<file path="src/rtl/clk_gate_pkg.sv">
// shared constants and types for the clock output gating and power control block
package clk_gate_pkg;
    localparam int NUM_OUT   = 19;
    localparam int FAST_LO   = 0;
    localparam int FAST_N    = 7;
    localparam int SLOW_LO   = 7;
    localparam int SLOW_N    = 3;
    localparam int EARLY_IDX = 9;
    localparam int MUX_LO    = 10;
    localparam int MUX_N     = 9;
    localparam int SB_LEN    = 20;
    localparam int STRAP_W   = 4;

    localparam logic [SB_LEN-1:0]  SB_CTRL_RESET = 20'hfffff;
    localparam logic [NUM_OUT-1:0] HOST_OE_RESET = 19'h7ffff;
    localparam logic [NUM_OUT-1:0] SB_MASK_RESET = 19'h00000;

    localparam logic [3:0] REG_HOST_OE = 4'h0;
    localparam logic [3:0] REG_SB_MASK = 4'h1;
    localparam logic [3:0] REG_SB_OUT  = 4'h2;
    localparam logic [3:0] REG_STATUS  = 4'h3;

    localparam int CLK_MHZ        = 100;
    localparam int LATENCY_MAX_US = 5000;
    localparam int RESTART_MAX_US = 300;
    localparam int WAKE_US        = 100;
    localparam int LATENCY_CYCLES = LATENCY_MAX_US * CLK_MHZ;
    localparam int RESTART_CYCLES = RESTART_MAX_US * CLK_MHZ;
    localparam int WAKE_CYCLES    = WAKE_US * CLK_MHZ;
    localparam logic [1:0] PD_SAMPLES = 2'h2;
    localparam logic [2:0] SLOW_CNT_RESET = 3'h0;

    typedef enum logic [3:0] {
        PM_OFF  = 4'b0001,
        PM_WAKE = 4'b0010,
        PM_RUN  = 4'b0100,
        PM_DOWN = 4'b1000
    } pm_state_t;

    typedef struct packed {
        logic [NUM_OUT-1:0] tru;
        logic [NUM_OUT-1:0] cmp;
    } diff_bus_t;

    typedef struct packed {
        logic               pg;
        logic               early_pg;
        logic               mux_sel;
        logic               sb_clk;
        logic               sb_ld_n;
        logic               sb_in;
        logic [FAST_N-1:0]  gate_n;
        logic [STRAP_W-1:0] strap;
    } pins_t;

    typedef struct packed {
        logic [STRAP_W-1:0] strap;
        logic               stable;
        logic               parked;
        logic               pg_seen;
    } status_t;
endpackage

</file>
<file path="src/rtl/pin_sync2.sv">
// two-flop synchroniser for a group of asynchronous pins
`timescale 1ns/1ps
module pin_sync2 #(
    parameter int W = 1
) (
    input  wire logic         clk,   // system clock
    input  wire logic         rst_n, // synchronous reset
    input  wire logic [W-1:0] d,     // asynchronous pins
    output logic      [W-1:0] q      // synchronised levels
);
    logic [W-1:0] meta_ff;

    always_ff @(posedge clk) begin
        if (!rst_n) begin
            meta_ff <= '0;
            q       <= '0;
        end else begin
            meta_ff <= d;
            q       <= meta_ff;
        end
    end
endmodule // pin_sync2

</file>
<file path="src/rtl/sideband_shift.sv">
// side-band shift register and output control register
`timescale 1ns/1ps
module sideband_shift (
    input  wire logic                            clk,      // system clock
    input  wire logic                            rst_n,    // synchronous reset
    input  wire logic                            sclk_s,   // synced shift clock
    input  wire logic                            ld_n_s,   // synced shift/load
    input  wire logic                            sin_s,    // synced serial data
    output logic [clk_gate_pkg::SB_LEN-1:0]      ctrl_ff,  // output control register
    output logic                                 sout      // serial data out
);
    logic [clk_gate_pkg::SB_LEN-1:0] shift_ff;
    logic                            sclk_d_ff;
    logic                            ld_n_d_ff;

    always_ff @(posedge clk) begin
        if (!rst_n) begin
            sclk_d_ff <= 1'b0;
            ld_n_d_ff <= 1'b0;
        end else begin
            sclk_d_ff <= sclk_s;
            ld_n_d_ff <= ld_n_s;
        end
    end

    always_ff @(posedge clk) begin
        if (!rst_n) begin
            shift_ff <= '0;
        end else if (ld_n_s && sclk_s && !sclk_d_ff) begin
            shift_ff <= {shift_ff[clk_gate_pkg::SB_LEN-2:0], sin_s};
        end
    end

    always_ff @(posedge clk) begin
        if (!rst_n) begin
            ctrl_ff <= clk_gate_pkg::SB_CTRL_RESET;
        end else if (!ld_n_s && ld_n_d_ff) begin
            ctrl_ff <= shift_ff;
        end
    end

    assign sout = shift_ff[clk_gate_pkg::SB_LEN-1];

    AST_SB_LOAD: assert property (@(posedge clk) disable iff (!rst_n)
        (!ld_n_s && ld_n_d_ff) |=> ctrl_ff == $past(shift_ff))
        else $error("side-band load did not copy shift register");
endmodule // sideband_shift

</file>
<file path="src/rtl/clock_output_gating_power_control.sv">
// clock output gating and power-good / power-down control
//
// The address map and strobed register access were chosen for this implementation.
`timescale 1ns/1ps
module clock_output_gating_power_control #(
    parameter int unsigned WAKE_CYCLES = clk_gate_pkg::WAKE_CYCLES
) (
    input  wire logic                                clk,                        // 100 MHz clock
    input  wire logic                                rst_n,                      // sync reset
    input  wire logic                                power_good_or_down_n,       // pg / pd pin
    input  wire logic                                early_low_freq_power_good,  // early pg
    input  wire logic                                mux_output_freq_select,     // 1 = slow
    input  wire logic [clk_gate_pkg::FAST_N-1:0]     dedicated_output_gate_n,    // gate pins
    input  wire logic [clk_gate_pkg::STRAP_W-1:0]    bus_address_strap,          // address straps
    input  wire logic                                sideband_shift_clock,       // sb clock
    input  wire logic                                sideband_shift_load_n,      // sb shift/load
    input  wire logic                                sideband_serial_in,         // sb data in
    output logic                                     sideband_serial_out,        // sb data out
    input  wire logic [3:0]                          reg_addr,                   // register index
    input  wire logic [31:0]                         reg_wdata,                  // write data
    input  wire logic                                reg_wr,                     // write strobe
    input  wire logic                                reg_rd,                     // read strobe
    output logic      [31:0]                         reg_rdata,                  // read data
    output clk_gate_pkg::diff_bus_t                  clk_out,                    // output pairs
    output logic                                     clocks_stable               // outputs running
);
    localparam int NO = clk_gate_pkg::NUM_OUT;

    ////////////////////////////////////////////////////////////////////////////////
    // pin synchronisation
    clk_gate_pkg::pins_t     pins_raw;
    clk_gate_pkg::pins_t     pins_s;
    clk_gate_pkg::pm_state_t state_ff;
    logic [clk_gate_pkg::SB_LEN-1:0]  sb_ctrl;
    logic [NO-1:0]                    host_oe_ff;
    logic [NO-1:0]                    sb_mask_ff;
    logic [NO-1:0]                    en_ff;
    logic [NO-1:0]                    want;
    logic [NO-1:0]                    sb_gate;
    logic [NO-1:0]                    phase_vec;
    logic [clk_gate_pkg::STRAP_W-1:0] strap_ff;
    logic [13:0]                      wake_cnt_ff;
    logic [1:0]                       pd_cnt_ff;
    logic [2:0]                       slow_cnt_ff;
    logic                             fast_ph_ff;
    logic                             sel_ff;
    logic                             run;
    logic                             going_down;
    logic                             slow_ph;
    logic [31:0]                      nxt_rdata;
    logic [19:0]                      since_pg_ff;

    // every pin is synchronised, so levels held before power are harmless
    assign pins_raw = '{pg: power_good_or_down_n, early_pg: early_low_freq_power_good,
                        mux_sel: mux_output_freq_select, sb_clk: sideband_shift_clock,
                        sb_ld_n: sideband_shift_load_n, sb_in: sideband_serial_in,
                        gate_n: dedicated_output_gate_n, strap: bus_address_strap};

    pin_sync2 #(
        .W ($bits(clk_gate_pkg::pins_t))
    ) u_sync (
        .clk   (clk),
        .rst_n (rst_n),
        .d     (pins_raw),
        .q     (pins_s)
    );

    sideband_shift u_sb (
        .clk     (clk),
        .rst_n   (rst_n),
        .sclk_s  (pins_s.sb_clk),
        .ld_n_s  (pins_s.sb_ld_n),
        .sin_s   (pins_s.sb_in),
        .ctrl_ff (sb_ctrl),
        .sout    (sideband_serial_out)
    );

    ////////////////////////////////////////////////////////////////////////////////
    // output phase generation
    always_ff @(posedge clk) begin
        if (!rst_n) begin
            fast_ph_ff  <= 1'b0;
            slow_cnt_ff <= clk_gate_pkg::SLOW_CNT_RESET;
        end else begin
            fast_ph_ff  <= !fast_ph_ff;
            slow_cnt_ff <= slow_cnt_ff + 3'h1;
        end
    end

    assign slow_ph = slow_cnt_ff[2];

    // select only moves while both sources are low
    always_ff @(posedge clk) begin
        if (!rst_n) begin
            sel_ff <= 1'b0;
        end else if (!fast_ph_ff && !slow_ph) begin
            sel_ff <= pins_s.mux_sel;
        end
    end

    always_comb begin
        phase_vec = '0;
        for (int i = 0; i < NO; i++) begin
            if (i < clk_gate_pkg::SLOW_LO) begin
                phase_vec[i] = fast_ph_ff;
            end else if (i < clk_gate_pkg::MUX_LO) begin
                phase_vec[i] = slow_ph;
            end else begin
                phase_vec[i] = sel_ff ? slow_ph : fast_ph_ff;
            end
        end
    end

    ////////////////////////////////////////////////////////////////////////////////
    // power state machine
    // a stop is taken only where the fast true leg is about to rise
    assign going_down = (state_ff == clk_gate_pkg::PM_RUN) &&
                        (pd_cnt_ff >= clk_gate_pkg::PD_SAMPLES) && !fast_ph_ff;

    // samples are taken where the complement leg rises
    always_ff @(posedge clk) begin
        if (!rst_n) begin
            pd_cnt_ff <= 2'h0;
        end else if (pins_s.pg) begin
            pd_cnt_ff <= 2'h0;
        end else if (fast_ph_ff && pd_cnt_ff < clk_gate_pkg::PD_SAMPLES) begin
            pd_cnt_ff <= pd_cnt_ff + 2'h1;
        end
    end

    always_ff @(posedge clk) begin
        if (!rst_n) begin
            state_ff    <= clk_gate_pkg::PM_OFF;
            wake_cnt_ff <= 14'h0;
        end else begin
            case (state_ff)
                clk_gate_pkg::PM_OFF: begin
                    wake_cnt_ff <= 14'h0;
                    if (pins_s.pg) begin
                        state_ff <= clk_gate_pkg::PM_WAKE;
                    end
                end
                clk_gate_pkg::PM_WAKE: begin
                    if (!pins_s.pg) begin
                        state_ff <= clk_gate_pkg::PM_DOWN;
                    end else if (wake_cnt_ff == 14'(WAKE_CYCLES - 1)) begin
                        state_ff <= clk_gate_pkg::PM_RUN;
                    end else begin
                        wake_cnt_ff <= wake_cnt_ff + 14'h1;
                    end
                end
                clk_gate_pkg::PM_RUN: begin
                    if (going_down) begin
                        state_ff <= clk_gate_pkg::PM_DOWN;
                    end
                end
                clk_gate_pkg::PM_DOWN: begin
                    wake_cnt_ff <= 14'h0;
                    if (pins_s.pg) begin
                        state_ff <= clk_gate_pkg::PM_WAKE;
                    end
                end
                default: begin
                    state_ff    <= clk_gate_pkg::PM_OFF;
                    wake_cnt_ff <= 14'h0;
                end
            endcase
        end
    end

    // straps are caught once, on the first power-good only
    always_ff @(posedge clk) begin
        if (!rst_n) begin
            strap_ff <= '0;
        end else if (state_ff == clk_gate_pkg::PM_OFF && pins_s.pg) begin
            strap_ff <= pins_s.strap;
        end
    end

    assign run = (state_ff == clk_gate_pkg::PM_RUN);
    assign clocks_stable = run;

    ////////////////////////////////////////////////////////////////////////////////
    // enable combination and glitch-free gating
    assign sb_gate = sb_mask_ff | sb_ctrl[NO-1:0];

    always_comb begin
        for (int i = 0; i < NO; i++) begin
            want[i] = run && host_oe_ff[i] && sb_gate[i];
        end
        for (int i = 0; i < clk_gate_pkg::FAST_N; i++) begin
            want[clk_gate_pkg::FAST_LO + i] = want[clk_gate_pkg::FAST_LO + i] &&
                                              !pins_s.gate_n[i];
        end
        if (!pins_s.pg && pins_s.early_pg) begin
            want[clk_gate_pkg::EARLY_IDX] = 1'b1;
        end
    end

    always_ff @(posedge clk) begin
        if (!rst_n) begin
            en_ff <= '0;
        end else if (going_down) begin
            en_ff <= '0;
        end else begin
            for (int i = 0; i < NO; i++) begin
                if (!phase_vec[i]) begin
                    en_ff[i] <= want[i];
                end
            end
        end
    end

    assign clk_out.tru = en_ff & phase_vec;
    assign clk_out.cmp = en_ff & ~phase_vec;

    ////////////////////////////////////////////////////////////////////////////////
    // register port
    always_ff @(posedge clk) begin
        if (!rst_n) begin
            host_oe_ff <= clk_gate_pkg::HOST_OE_RESET;
            sb_mask_ff <= clk_gate_pkg::SB_MASK_RESET;
        end else if (reg_wr) begin
            if (reg_addr == clk_gate_pkg::REG_HOST_OE) begin
                host_oe_ff <= reg_wdata[NO-1:0];
            end
            if (reg_addr == clk_gate_pkg::REG_SB_MASK) begin
                sb_mask_ff <= reg_wdata[NO-1:0];
            end
        end
    end

    always_comb begin
        nxt_rdata = 32'h0;
        case (reg_addr)
            clk_gate_pkg::REG_HOST_OE: nxt_rdata = {13'h0, host_oe_ff};
            clk_gate_pkg::REG_SB_MASK: nxt_rdata = {13'h0, sb_mask_ff};
            clk_gate_pkg::REG_SB_OUT:  nxt_rdata = {12'h0, sb_ctrl};
            clk_gate_pkg::REG_STATUS: begin
                nxt_rdata = {25'h0, clk_gate_pkg::status_t'{strap: strap_ff, stable: run,
                             parked: state_ff == clk_gate_pkg::PM_DOWN,
                             pg_seen: state_ff != clk_gate_pkg::PM_OFF}};
            end
            default: nxt_rdata = 32'h0;
        endcase
    end

    always_ff @(posedge clk) begin
        if (!rst_n) begin
            reg_rdata <= 32'h0;
        end else begin
            reg_rdata <= reg_rd ? nxt_rdata : 32'h0;
        end
    end

    ////////////////////////////////////////////////////////////////////////////////
    // checks
    always_ff @(posedge clk) begin
        if (!rst_n || !pins_s.pg || run) begin
            since_pg_ff <= 20'h0;
        end else if (since_pg_ff != 20'hfffff) begin
            since_pg_ff <= since_pg_ff + 20'h1;
        end
    end

    AST_FAST_GATE_PIN: assert property (@(posedge clk) disable iff (!rst_n)
        $rose(clk_out.tru[clk_gate_pkg::FAST_LO]) |-> $past(!pins_s.gate_n[0]))
        else $error("fast output started with its gate pin high");

    AST_MUX_SLOW: assert property (@(posedge clk) disable iff (!rst_n)
        sel_ff && $rose(clk_out.tru[clk_gate_pkg::MUX_LO]) ##1 sel_ff
        |-> clk_out.tru[clk_gate_pkg::MUX_LO])
        else $error("slow-selected mux output had a short high phase");

    AST_FAST_ALL_ENABLES: assert property (@(posedge clk) disable iff (!rst_n)
        $rose(clk_out.tru[clk_gate_pkg::FAST_LO]) |->
        $past(run && host_oe_ff[0] && sb_gate[0]))
        else $error("fast output started without all enables");

    AST_EARLY_SLOW: assert property (@(posedge clk) disable iff (!rst_n)
        !run && $rose(clk_out.tru[clk_gate_pkg::EARLY_IDX])
        |-> $past(pins_s.early_pg))
        else $error("early slow output ran without early power-good");

    AST_STRAP_HELD: assert property (@(posedge clk) disable iff (!rst_n)
        (state_ff != clk_gate_pkg::PM_OFF) && ($past(state_ff) != clk_gate_pkg::PM_OFF)
        |-> $stable(strap_ff))
        else $error("straps changed after power-good");

    AST_PD_PARK: assert property (@(posedge clk) disable iff (!rst_n)
        run && pd_cnt_ff >= clk_gate_pkg::PD_SAMPLES
        |-> ##[1:2] (clk_out.tru == '0 && clk_out.cmp == '0))
        else $error("outputs not parked after two low samples");

    AST_LATENCY: assert property (@(posedge clk) disable iff (!rst_n)
        since_pg_ff < 20'(clk_gate_pkg::LATENCY_CYCLES))
        else $error("clocks not stable within latency limit");

    AST_RESTART: assert property (@(posedge clk) disable iff (!rst_n)
        since_pg_ff < 20'(clk_gate_pkg::RESTART_CYCLES))
        else $error("parked outputs not restarted in time");

    AST_NO_RUNT: assert property (@(posedge clk) disable iff (!rst_n)
        !$past(going_down) |-> ((en_ff ^ $past(en_ff)) & $past(phase_vec)) == '0)
        else $error("enable changed while output clock high");
endmodule // clock_output_gating_power_control

</file>
<file path="config.mk">
export PLATFORM = sky130hd
export DESIGN_NAME = clock_output_gating_power_control
export DESIGN_NICKNAME = d
export VERILOG_FILES = /design/src/rtl/clk_gate_pkg.sv /design/src/rtl/pin_sync2.sv /design/src/rtl/sideband_shift.sv /design/src/rtl/clock_output_gating_power_control.sv
export SDC_FILE = /design/constraint.sdc
export NUM_CORES = 1
export LEC_CHECK = 0
export BUFFER_PORTS_ARGS = -buffer_cell sky130_fd_sc_hd__buf_2
export CAP_MARGIN = 5
export CORE_ASPECT_RATIO = 1.5
export CORE_UTILIZATION = 40
export CTS_CLUSTER_SIZE = 10
export DETAILED_ROUTE_END_ITERATION = 8
export PLACE_DENSITY = 0.63
export SLEW_MARGIN = 10
export SYNTH_ARGS = -nofsm -noshare
export SYNTH_HDL_FRONTEND = slang
export SYNTH_HIERARCHICAL = 1
export SYNTH_SLANG_ARGS = --single-unit
</file>
<file path="constraint.sdc">
create_clock -name clk -period 2.2 [get_ports clk]
set_input_delay 0.44 -clock clk [delete_from_list [all_inputs] [get_ports clk]]
set_output_delay 0.44 -clock clk [all_outputs]
set_load 0.02 [all_outputs]
</file>
==> results.rst, run 1 <==
.. list-table::
   :header-rows: 1

   * - Metric
     - Value
   * - Iteration-0 DRC count of the detailed router
     - 416
   * - Global route hottest layer
     - met2
   * - Util after Layout
     - 0.4890
   * - Min-Delay Path Class
     - primary input to register
   * - Arrival time of the worst setup path
     - 1.70 ns
   * - Hold Fails Final Rpt
     - 0
   * - Min Hold Slack
     - 0.2202 ns
   * - Run status
     - finished with violations
   * - Drc violations
     - 15
   * - Floorplan core area
     - 0.01750 mm²
   * - Vias in the first global route
     - 5,647
   * - Fraction of final layout cells with drive strength greater than 1
     - 0.2334
   * - Routed wire length
     - 17.41 mm
   * - Met1 Usage GRT
     - 0.2246
   * - Die Span X
     - 111.6 µm
   * - Met3 Usage GRT
     - 0.03613
   * - Drt first pass iters
     - 7
   * - Critical Path End Type
     - primary output
   * - Relative slew margins
     - 0.5642
   * - Timing endpoint of the critical path
     - clocks_stable
   * - Number of buffers inserted by port buffering
     - 103
   * - Netlist area before placement
     - 0.007204 mm²
   * - Number of clock sinks seen by CTS
     - 182
   * - Sequential cell area fraction in the yosys report
     - 0.5057
   * - Peak supply drop
     - 0.4290 mV
   * - Fin crit period
     - 2.142 ns
   * - Total vias in the final route
     - 5,821
   * - Total global routing track utilization
     - 0.1945
   * - Reg-to-reg slack, setup
     - 0.29 ns
   * - Most frequently used flop master after synthesis
     - sky130_fd_sc_hd__dfxtp_1
   * - Clock transition at path regs
     - 0.07 ns
   * - Dpl ws
     - 0.2241 ns
   * - Warnings, synthesis
     - 6
   * - Worst Setup Start Kind
     - register
   * - Initial core utilization
     - 0.4118
   * - Top-level port count
     - 129
   * - Root buf cell
     - sky130_fd_sc_hd__clkbuf_16
   * - Count of pins over their slew limit
     - 0
   * - Post-synthesis cell type count
     - 55
   * - Failing checks
     - design-rule violations
   * - TritonCTS clock tree
     - built
   * - Die Y-Extent
     - 166.4 µm
   * - Clock skew after layout
     - 0.005736 ns
   * - Gate count of the mapped netlist
     - 800
   * - Critical path peak fanout
     - 10
   * - Antenna violations before repair
     - 0
   * - Top library cells by usage in the layout, fill and taps aside
     - 181 x sky130_fd_sc_hd__dfxtp_1, 132 x sky130_fd_sc_hd__nand2_1, 103 x sky130_fd_sc_hd__buf_2, 68 x sky130_fd_sc_hd__a21oi_1, 43 x sky130_fd_sc_hd__inv_1
   * - Max Root-Sink Buffers
     - 2
   * - Pwr per Cell Area
     - 791.8 mW/mm²
   * - H-tree level count
     - 4
   * - Static power due to leakage
     - 3.763 nW
   * - CTS Hold Bufs
     - 0
   * - Reg2Reg Launch Point
     - wake_cnt_ff[0]
   * - Final layout net count
     - 964
   * - Per-cell routed wire length
     - 15.41 µm
   * - Detailed-placement wirelength estimate
     - 12.30 mm
   * - Launching instance or port of the critical path
     - state_ff[3]
   * - Endpoint of the worst register-to-register path
     - wake_cnt_ff[1]
   * - Flops & latches, synth
     - 182
   * - Last weighted congestion value of the routability-driven placer
     - 0.8082
   * - Number of CTS-inserted buffers
     - 17
   * - Detailed-route vias per instance
     - 5.151
   * - Area Growth Syn to Fin
     - 18.74%
   * - Slew at the pin closest to its max-slew limit
     - 0.6483 ns
   * - Path type of the worst setup path
     - register to primary output
   * - Pin count of the biggest net entering global routing
     - 38
   * - Syn Area/Cell
     - 9.006 µm²
   * - Total power of the final layout
     - 0.006774 W
   * - Highest Clock Rate
     - 466.8 MHz
   * - Endpoint required time on the critical path
     - 1.76 ns
   * - Setup TNS
     - 0 ns
   * - Total overflow reported by the global router
     - 0
   * - Number of cell instances on the worst register-to-register path
     - 6
   * - Most common cell after layout, fill and taps aside
     - sky130_fd_sc_hd__dfxtp_1
   * - Number of nets with antenna violations after routing
     - 0
   * - Share of flip-flops with an asynchronous set or reset after synthesis
     - 0
   * - Number of enable-type register cells in the synthesized netlist
     - 0
   * - Antenna cell count
     - 0
   * - Final worst slack
     - 0.05758 ns
   * - Setup repair after global routing missed its margin
     - no
   * - Clock Latency Late Sink
     - 0.43 ns
   * - Post-route clock period utilization
     - 0.9738
   * - Met2 Use GR
     - 0.3478
   * - Row count
     - 59
   * - Global-route wire length before repair
     - 28.32 mm
   * - Total of endpoints with negative setup slack in the final report
     - 0
   * - Area of the die
     - 0.01856 mm²
   * - Number of max-cap violations
     - 0
[per-stage QoR]
| step | area (µm²) | std cells |
|---|---|---|
| CTS | 8554 | 1130 |
| global placement | 7955 | 1097 |
| finish | 8554 | 1130 |
| detailed placement | 7955 | 1097 |
| global route | 8554 | 1130 |
| floorplan | 7246 | 811 |
[cells by family after synthesis]
| family | after synthesis | synth area share |
|---|---|---|
| adder cells (fa/ha/maj) | 3 | 0.005211 |
| flip-flops | 182 | 0.5057 |
| multiplexers | 25 | 0.03473 |
| buffers and inverters | 106 | 0.07242 |
| XOR/XNOR | 6 | 0.007294 |
| other | 1 | 0.0005205 |
| AND/OR/NAND/NOR | 321 | 0.2358 |
| AO/OA/AOI/OAI | 156 | 0.1382 |
[sequential cells by signal (all words and copies together) (netlist names)]
signal,flops
reg_rdata,20
u_sb/ctrl_ff,20
u_sb/shift_ff,20
en_ff,19
host_oe_ff,19
sb_mask_ff,19
u_sync/meta_ff,17
u_sync/q,17
wake_cnt_ff,14
state_ff,4
strap_ff,4
slow_cnt_ff,3
pd_cnt_ff,2
fast_ph_ff,1
sel_ff,1
u_sb/ld_n_d_ff,1
u_sb/sclk_d_ff,1
[critical path, cell delays in order (launching register included)]
cell                      delay, ns
sky130_fd_sc_hd__dfxtp_1       0.40
sky130_fd_sc_hd__or4b_4        0.56
sky130_fd_sc_hd__inv_2         0.13
sky130_fd_sc_hd__buf_2         0.18
[area by class of cell]
class | count | area (µm²)
Inverter | 44 | 165.2
Clock buffer | 18 | 439.2
Clock inverter | 14 | 151.4
Sequential cell | 182 | 3645
Timing Repair Buffer | 136 | 788.3
Tap cell | 213 | 266.5
Fill cell | 1683 | 8941
Multi-Input combinational cell | 523 | 3099
[cell usage after synthesis (2+ instances only)]
| cell type | count | area, µm² |
|---|---|---|
| sky130_fd_sc_hd__nand3_1 | 26 | 130.1 |
| sky130_fd_sc_hd__clkbuf_8 | 2 | 27.53 |
| sky130_fd_sc_hd__o211ai_1 | 24 | 180.2 |
| sky130_fd_sc_hd__inv_1 | 44 | 165.2 |
| sky130_fd_sc_hd__buf_6 | 3 | 33.78 |
| sky130_fd_sc_hd__xor2_1 | 2 | 17.52 |
| sky130_fd_sc_hd__and2_2 | 34 | 255.2 |
| sky130_fd_sc_hd__buf_4 | 15 | 112.6 |
| sky130_fd_sc_hd__o22a_1 | 2 | 17.52 |
| sky130_fd_sc_hd__nand4_1 | 5 | 31.28 |
| sky130_fd_sc_hd__nor3_1 | 3 | 15.01 |
| sky130_fd_sc_hd__o21ai_0 | 11 | 55.05 |
| sky130_fd_sc_hd__nand2_1 | 132 | 495.5 |
| sky130_fd_sc_hd__xnor2_1 | 4 | 35.03 |
| sky130_fd_sc_hd__and3_1 | 4 | 25.02 |
| sky130_fd_sc_hd__dfxtp_1 | 182 | 3643 |
| sky130_fd_sc_hd__buf_2 | 17 | 85.08 |
| sky130_fd_sc_hd__a21oi_1 | 68 | 340.3 |
| sky130_fd_sc_hd__nor3b_1 | 2 | 15.01 |
| sky130_fd_sc_hd__nor2_1 | 31 | 116.4 |
| sky130_fd_sc_hd__clkbuf_1 | 21 | 78.83 |
| sky130_fd_sc_hd__or4_1 | 2 | 15.01 |
| sky130_fd_sc_hd__a22oi_1 | 25 | 187.7 |
| sky130_fd_sc_hd__nor4_1 | 2 | 12.51 |
| sky130_fd_sc_hd__o2111ai_1 | 7 | 61.31 |
| sky130_fd_sc_hd__nor2b_1 | 21 | 131.4 |
| sky130_fd_sc_hd__ha_1 | 3 | 37.54 |
| sky130_fd_sc_hd__o21a_1 | 10 | 75.07 |
| sky130_fd_sc_hd__and2_1 | 16 | 100.1 |
| sky130_fd_sc_hd__or3_1 | 7 | 43.79 |
| sky130_fd_sc_hd__and4_1 | 3 | 26.28 |
| sky130_fd_sc_hd__nor4b_1 | 2 | 17.52 |
| sky130_fd_sc_hd__nand3b_1 | 22 | 165.2 |
| sky130_fd_sc_hd__clkbuf_2 | 3 | 15.01 |
| sky130_fd_sc_hd__mux2i_1 | 25 | 250.2 |
[layer usage]
layer  up-vias  wire, µm
li1       2886         -
met1      2753      7418
met2       151      8821
met3        31       699
met4         0       470
met5         -         0
[worst min path at each step]
stage | startpoint | end | cells past startpoint
after floorplan | slow_cnt_ff[0] | slow_cnt_ff[0] | 1
after global placement | slow_cnt_ff[0] | slow_cnt_ff[0] | 1
after detailed placement | slow_cnt_ff[0] | slow_cnt_ff[0] | 1
after CTS | dedicated_output_gate_n[4] | u_sync/meta_ff[8] | 2
after global routing | dedicated_output_gate_n[4] | u_sync/meta_ff[8] | 2
final | dedicated_output_gate_n[4] | u_sync/meta_ff[8] | 2
[repair_timing]
action	CTS	global route
endpoints found under the setup margin	1	0
buffers inserted	1	0
hold endpoints to repair	0	0
gates resized for setup	2	0
[power breakdown]
group | switching, W | internal [W] | leakage [nW]
clock network | 0.00131 | 0.00171 | 0.281
logic | 0.000211 | 0.000140 | 2.00
registers | 0.0000375 | 0.00336 | 1.48
total | 0.00156 | 0.00522 | 3.76
Power figures use the tool's default switching activity.
==> run 2: changes to the inputs <==
--- a/config.mk
+++ b/config.mk
@@ -12,6 +12,8 @@
 export CTS_CLUSTER_SIZE = 10
 export DETAILED_ROUTE_END_ITERATION = 8
 export PLACE_DENSITY = 0.63
+export RECOVER_POWER = 50
+export REMOVE_ABC_BUFFERS = 1
 export SLEW_MARGIN = 10
 export SYNTH_ARGS = -nofsm -noshare
 export SYNTH_HDL_FRONTEND = slang
==> results.rst, run 2 (synthesized netlist as in run 1, its figures left out) <==
.. list-table::
   :header-rows: 1

   * - Metric
     - Value
   * - Run status
     - finished with violations
   * - Failing checks
     - design-rule violations
   * - Vias in the first global route
     - 5,458 (-3.3%)
   * - Endpoint required time on the critical path
     - 1.76 ns (about the same)
   * - Top-level port count
     - 129 (unchanged)
   * - Area of the die
     - 0.01856 mm² (unchanged)
   * - Critical Path End Type
     - primary output
   * - Hold Fails Final Rpt
     - 0 (unchanged)
   * - Peak supply drop
     - 0.5117 mV (+19%)
   * - Most common cell after layout, fill and taps aside
     - sky130_fd_sc_hd__dfxtp_1
   * - Count of pins over their slew limit
     - 0 (unchanged)
   * - Total power of the final layout
     - 0.006869 W (+1.4%)
   * - Static power due to leakage
     - 3.717 nW (-1.2%)
   * - Worst Setup Start Kind
     - register
   * - Arrival time of the worst setup path
     - 1.67 ns (-0.03 ns)
   * - Dpl ws
     - 0.2801 ns (+0.05602 ns)
   * - Min-Delay Path Class
     - primary input to register
   * - Drc violations
     - 4 (-11)
   * - Top library cells by usage in the layout, fill and taps aside
     - 180 x sky130_fd_sc_hd__dfxtp_1, 132 x sky130_fd_sc_hd__nand2_1, 91 x sky130_fd_sc_hd__buf_2, 68 x sky130_fd_sc_hd__a21oi_1, 43 x sky130_fd_sc_hd__inv_1
   * - Number of max-cap violations
     - 0 (unchanged)
   * - Total global routing track utilization
     - 0.1906 (-0.003920)
   * - Pwr per Cell Area
     - 804.8 mW/mm² (+1.6%)
   * - Fraction of final layout cells with drive strength greater than 1
     - 0.2179 (-0.01550)
   * - Die Y-Extent
     - 166.4 µm (unchanged)
   * - Registers with the highest flip-flop counts
     - reg_rdata (20), u_sb/ctrl_ff (20), u_sb/shift_ff (20)
   * - Fin crit period
     - 2.108 ns (-0.03432 ns)
   * - Detailed-placement wirelength estimate
     - 11.61 mm (-5.6%)
   * - Floorplan core area
     - 0.01750 mm² (unchanged)
   * - Total of endpoints with negative setup slack in the final report
     - 0 (unchanged)
   * - Area Growth Syn to Fin
     - 18.48%
   * - Total vias in the final route
     - 5,784 (-0.64%)
   * - Total overflow reported by the global router
     - 0 (unchanged)
   * - Clock skew after layout
     - 0.008553 ns (+0.002817 ns)
   * - Max Root-Sink Buffers
     - 2 (unchanged)
   * - Detailed-route vias per instance
     - 5.110 (-0.81%)
   * - Clock Latency Late Sink
     - 0.43 ns (about the same)
   * - Post-route clock period utilization
     - 0.9582 (-0.01560)
   * - Slew at the pin closest to its max-slew limit
     - 1.030 ns (+0.3817 ns)
   * - Highest Clock Rate
     - 474.4 MHz (+1.6%)
   * - Relative slew margins
     - 0.3133 (-0.2509)
   * - Path type of the worst setup path
     - register to primary output
   * - Critical path peak fanout
     - 10 (unchanged)
   * - Iteration-0 DRC count of the detailed router
     - 388 (-6.7%)
   * - Last weighted congestion value of the routability-driven placer
     - 0.7605 (-5.9%)
   * - Root buf cell
     - sky130_fd_sc_hd__clkbuf_16
   * - Row count
     - 59 (unchanged)
   * - Clock transition at path regs
     - 0.07 ns (about the same)
   * - Number of nets with antenna violations after routing
     - 0 (unchanged)
   * - Number of clock sinks seen by CTS
     - 182 (unchanged)
   * - Antenna violations before repair
     - 1 (+1)
   * - CTS Hold Bufs
     - 0 (unchanged)
   * - Final worst slack
     - 0.09190 ns (+0.03432 ns)
   * - Number of CTS-inserted buffers
     - 17 (unchanged)
   * - Pin count of the biggest net entering global routing
     - 46 (+21%)
   * - Routed wire length
     - 17.10 mm (-1.8%)
   * - Final layout net count
     - 965 (+0.10%)
   * - Number of buffers inserted by port buffering
     - 103 (unchanged)
   * - Drt first pass iters
     - 7 (unchanged)
   * - TritonCTS clock tree
     - built
   * - H-tree level count
     - 4 (unchanged)
   * - Post-Layout Inst Area
     - 0.008536 mm² (-0.22%)
   * - Per-cell routed wire length
     - 15.11 µm (-1.9%)
   * - Cell area after placement
     - 0.007940 mm² (-0.19%)
   * - Global-route wire length before repair
     - 27.59 mm (-2.6%)
   * - Initial core utilization
     - 0.4118 (unchanged)
   * - Setup repair after global routing missed its margin
     - no
   * - Die Span X
     - 111.6 µm (unchanged)
run 2: worst max-delay path, stage by stage (launching register included):
cell                      delay [ns]
sky130_fd_sc_hd__dfxtp_2        0.37
sky130_fd_sc_hd__or4b_4         0.57
sky130_fd_sc_hd__inv_2          0.13
sky130_fd_sc_hd__buf_2          0.18
run 2: what timing repair did:
action                                  CTS  global route
buffers inserted                          1             0
pin swaps                                 1             0
endpoints found under the hold margin     0             0
endpoints found under the setup margin    1             1
gates resized for setup                   2             1
run 2: cell type report:
class                   count  area [µm²]
fillers                  1672        8960
flip-flops and latches    182        3646
multi-input cells         523        3099
repair buffers            137       744.5
clock buffers              19       442.9
well taps                 213       266.5
clock inverters            13       168.9
inverters                  44       165.2
diodes                      1       2.502
run 2: final timing paths:
path                            slack, ns                       from            endpoint  cells after the start
worst max-delay path                 0.09                state_ff[0]       clocks_stable                      3
worst min-delay path                 0.23  early_low_freq_power_good  u_sync/meta_ff[15]                      2
worst max register to register       0.31             wake_cnt_ff[0]      wake_cnt_ff[1]                      6
worst min register to register       0.43             slow_cnt_ff[0]      slow_cnt_ff[0]                      1
run 2: routing by layer:
layer | part of all wire | track usage | vias up
met5 | 0 | 0 | -
met3 | 0.037 | 0.03796 | 11
met1 | 0.43 | 0.2233 | 2741
li1 | - | - | 2898
met4 | 0.011 | 0.07814 | 0
met2 | 0.52 | 0.3370 | 134
run 2: power by group:
part	switching, W	internal [W]
registers	0.0000400	0.00336
clock network	0.00129	0.00183
logic	0.000204	0.000135
run 2: metrics by stage:
stage	hold WS [ns]	TNS, ns	utilization	std cells
CTS	0.2064	0	0.4893	1131
detailed placement	0.4139	0	0.4538	1098
finish	0.2250	0	0.4879	1132
global placement	0.4135	0	0.4538	1098
floorplan	0.3992	-45.65	-	749
global route	0.2055	0	0.4879	1132
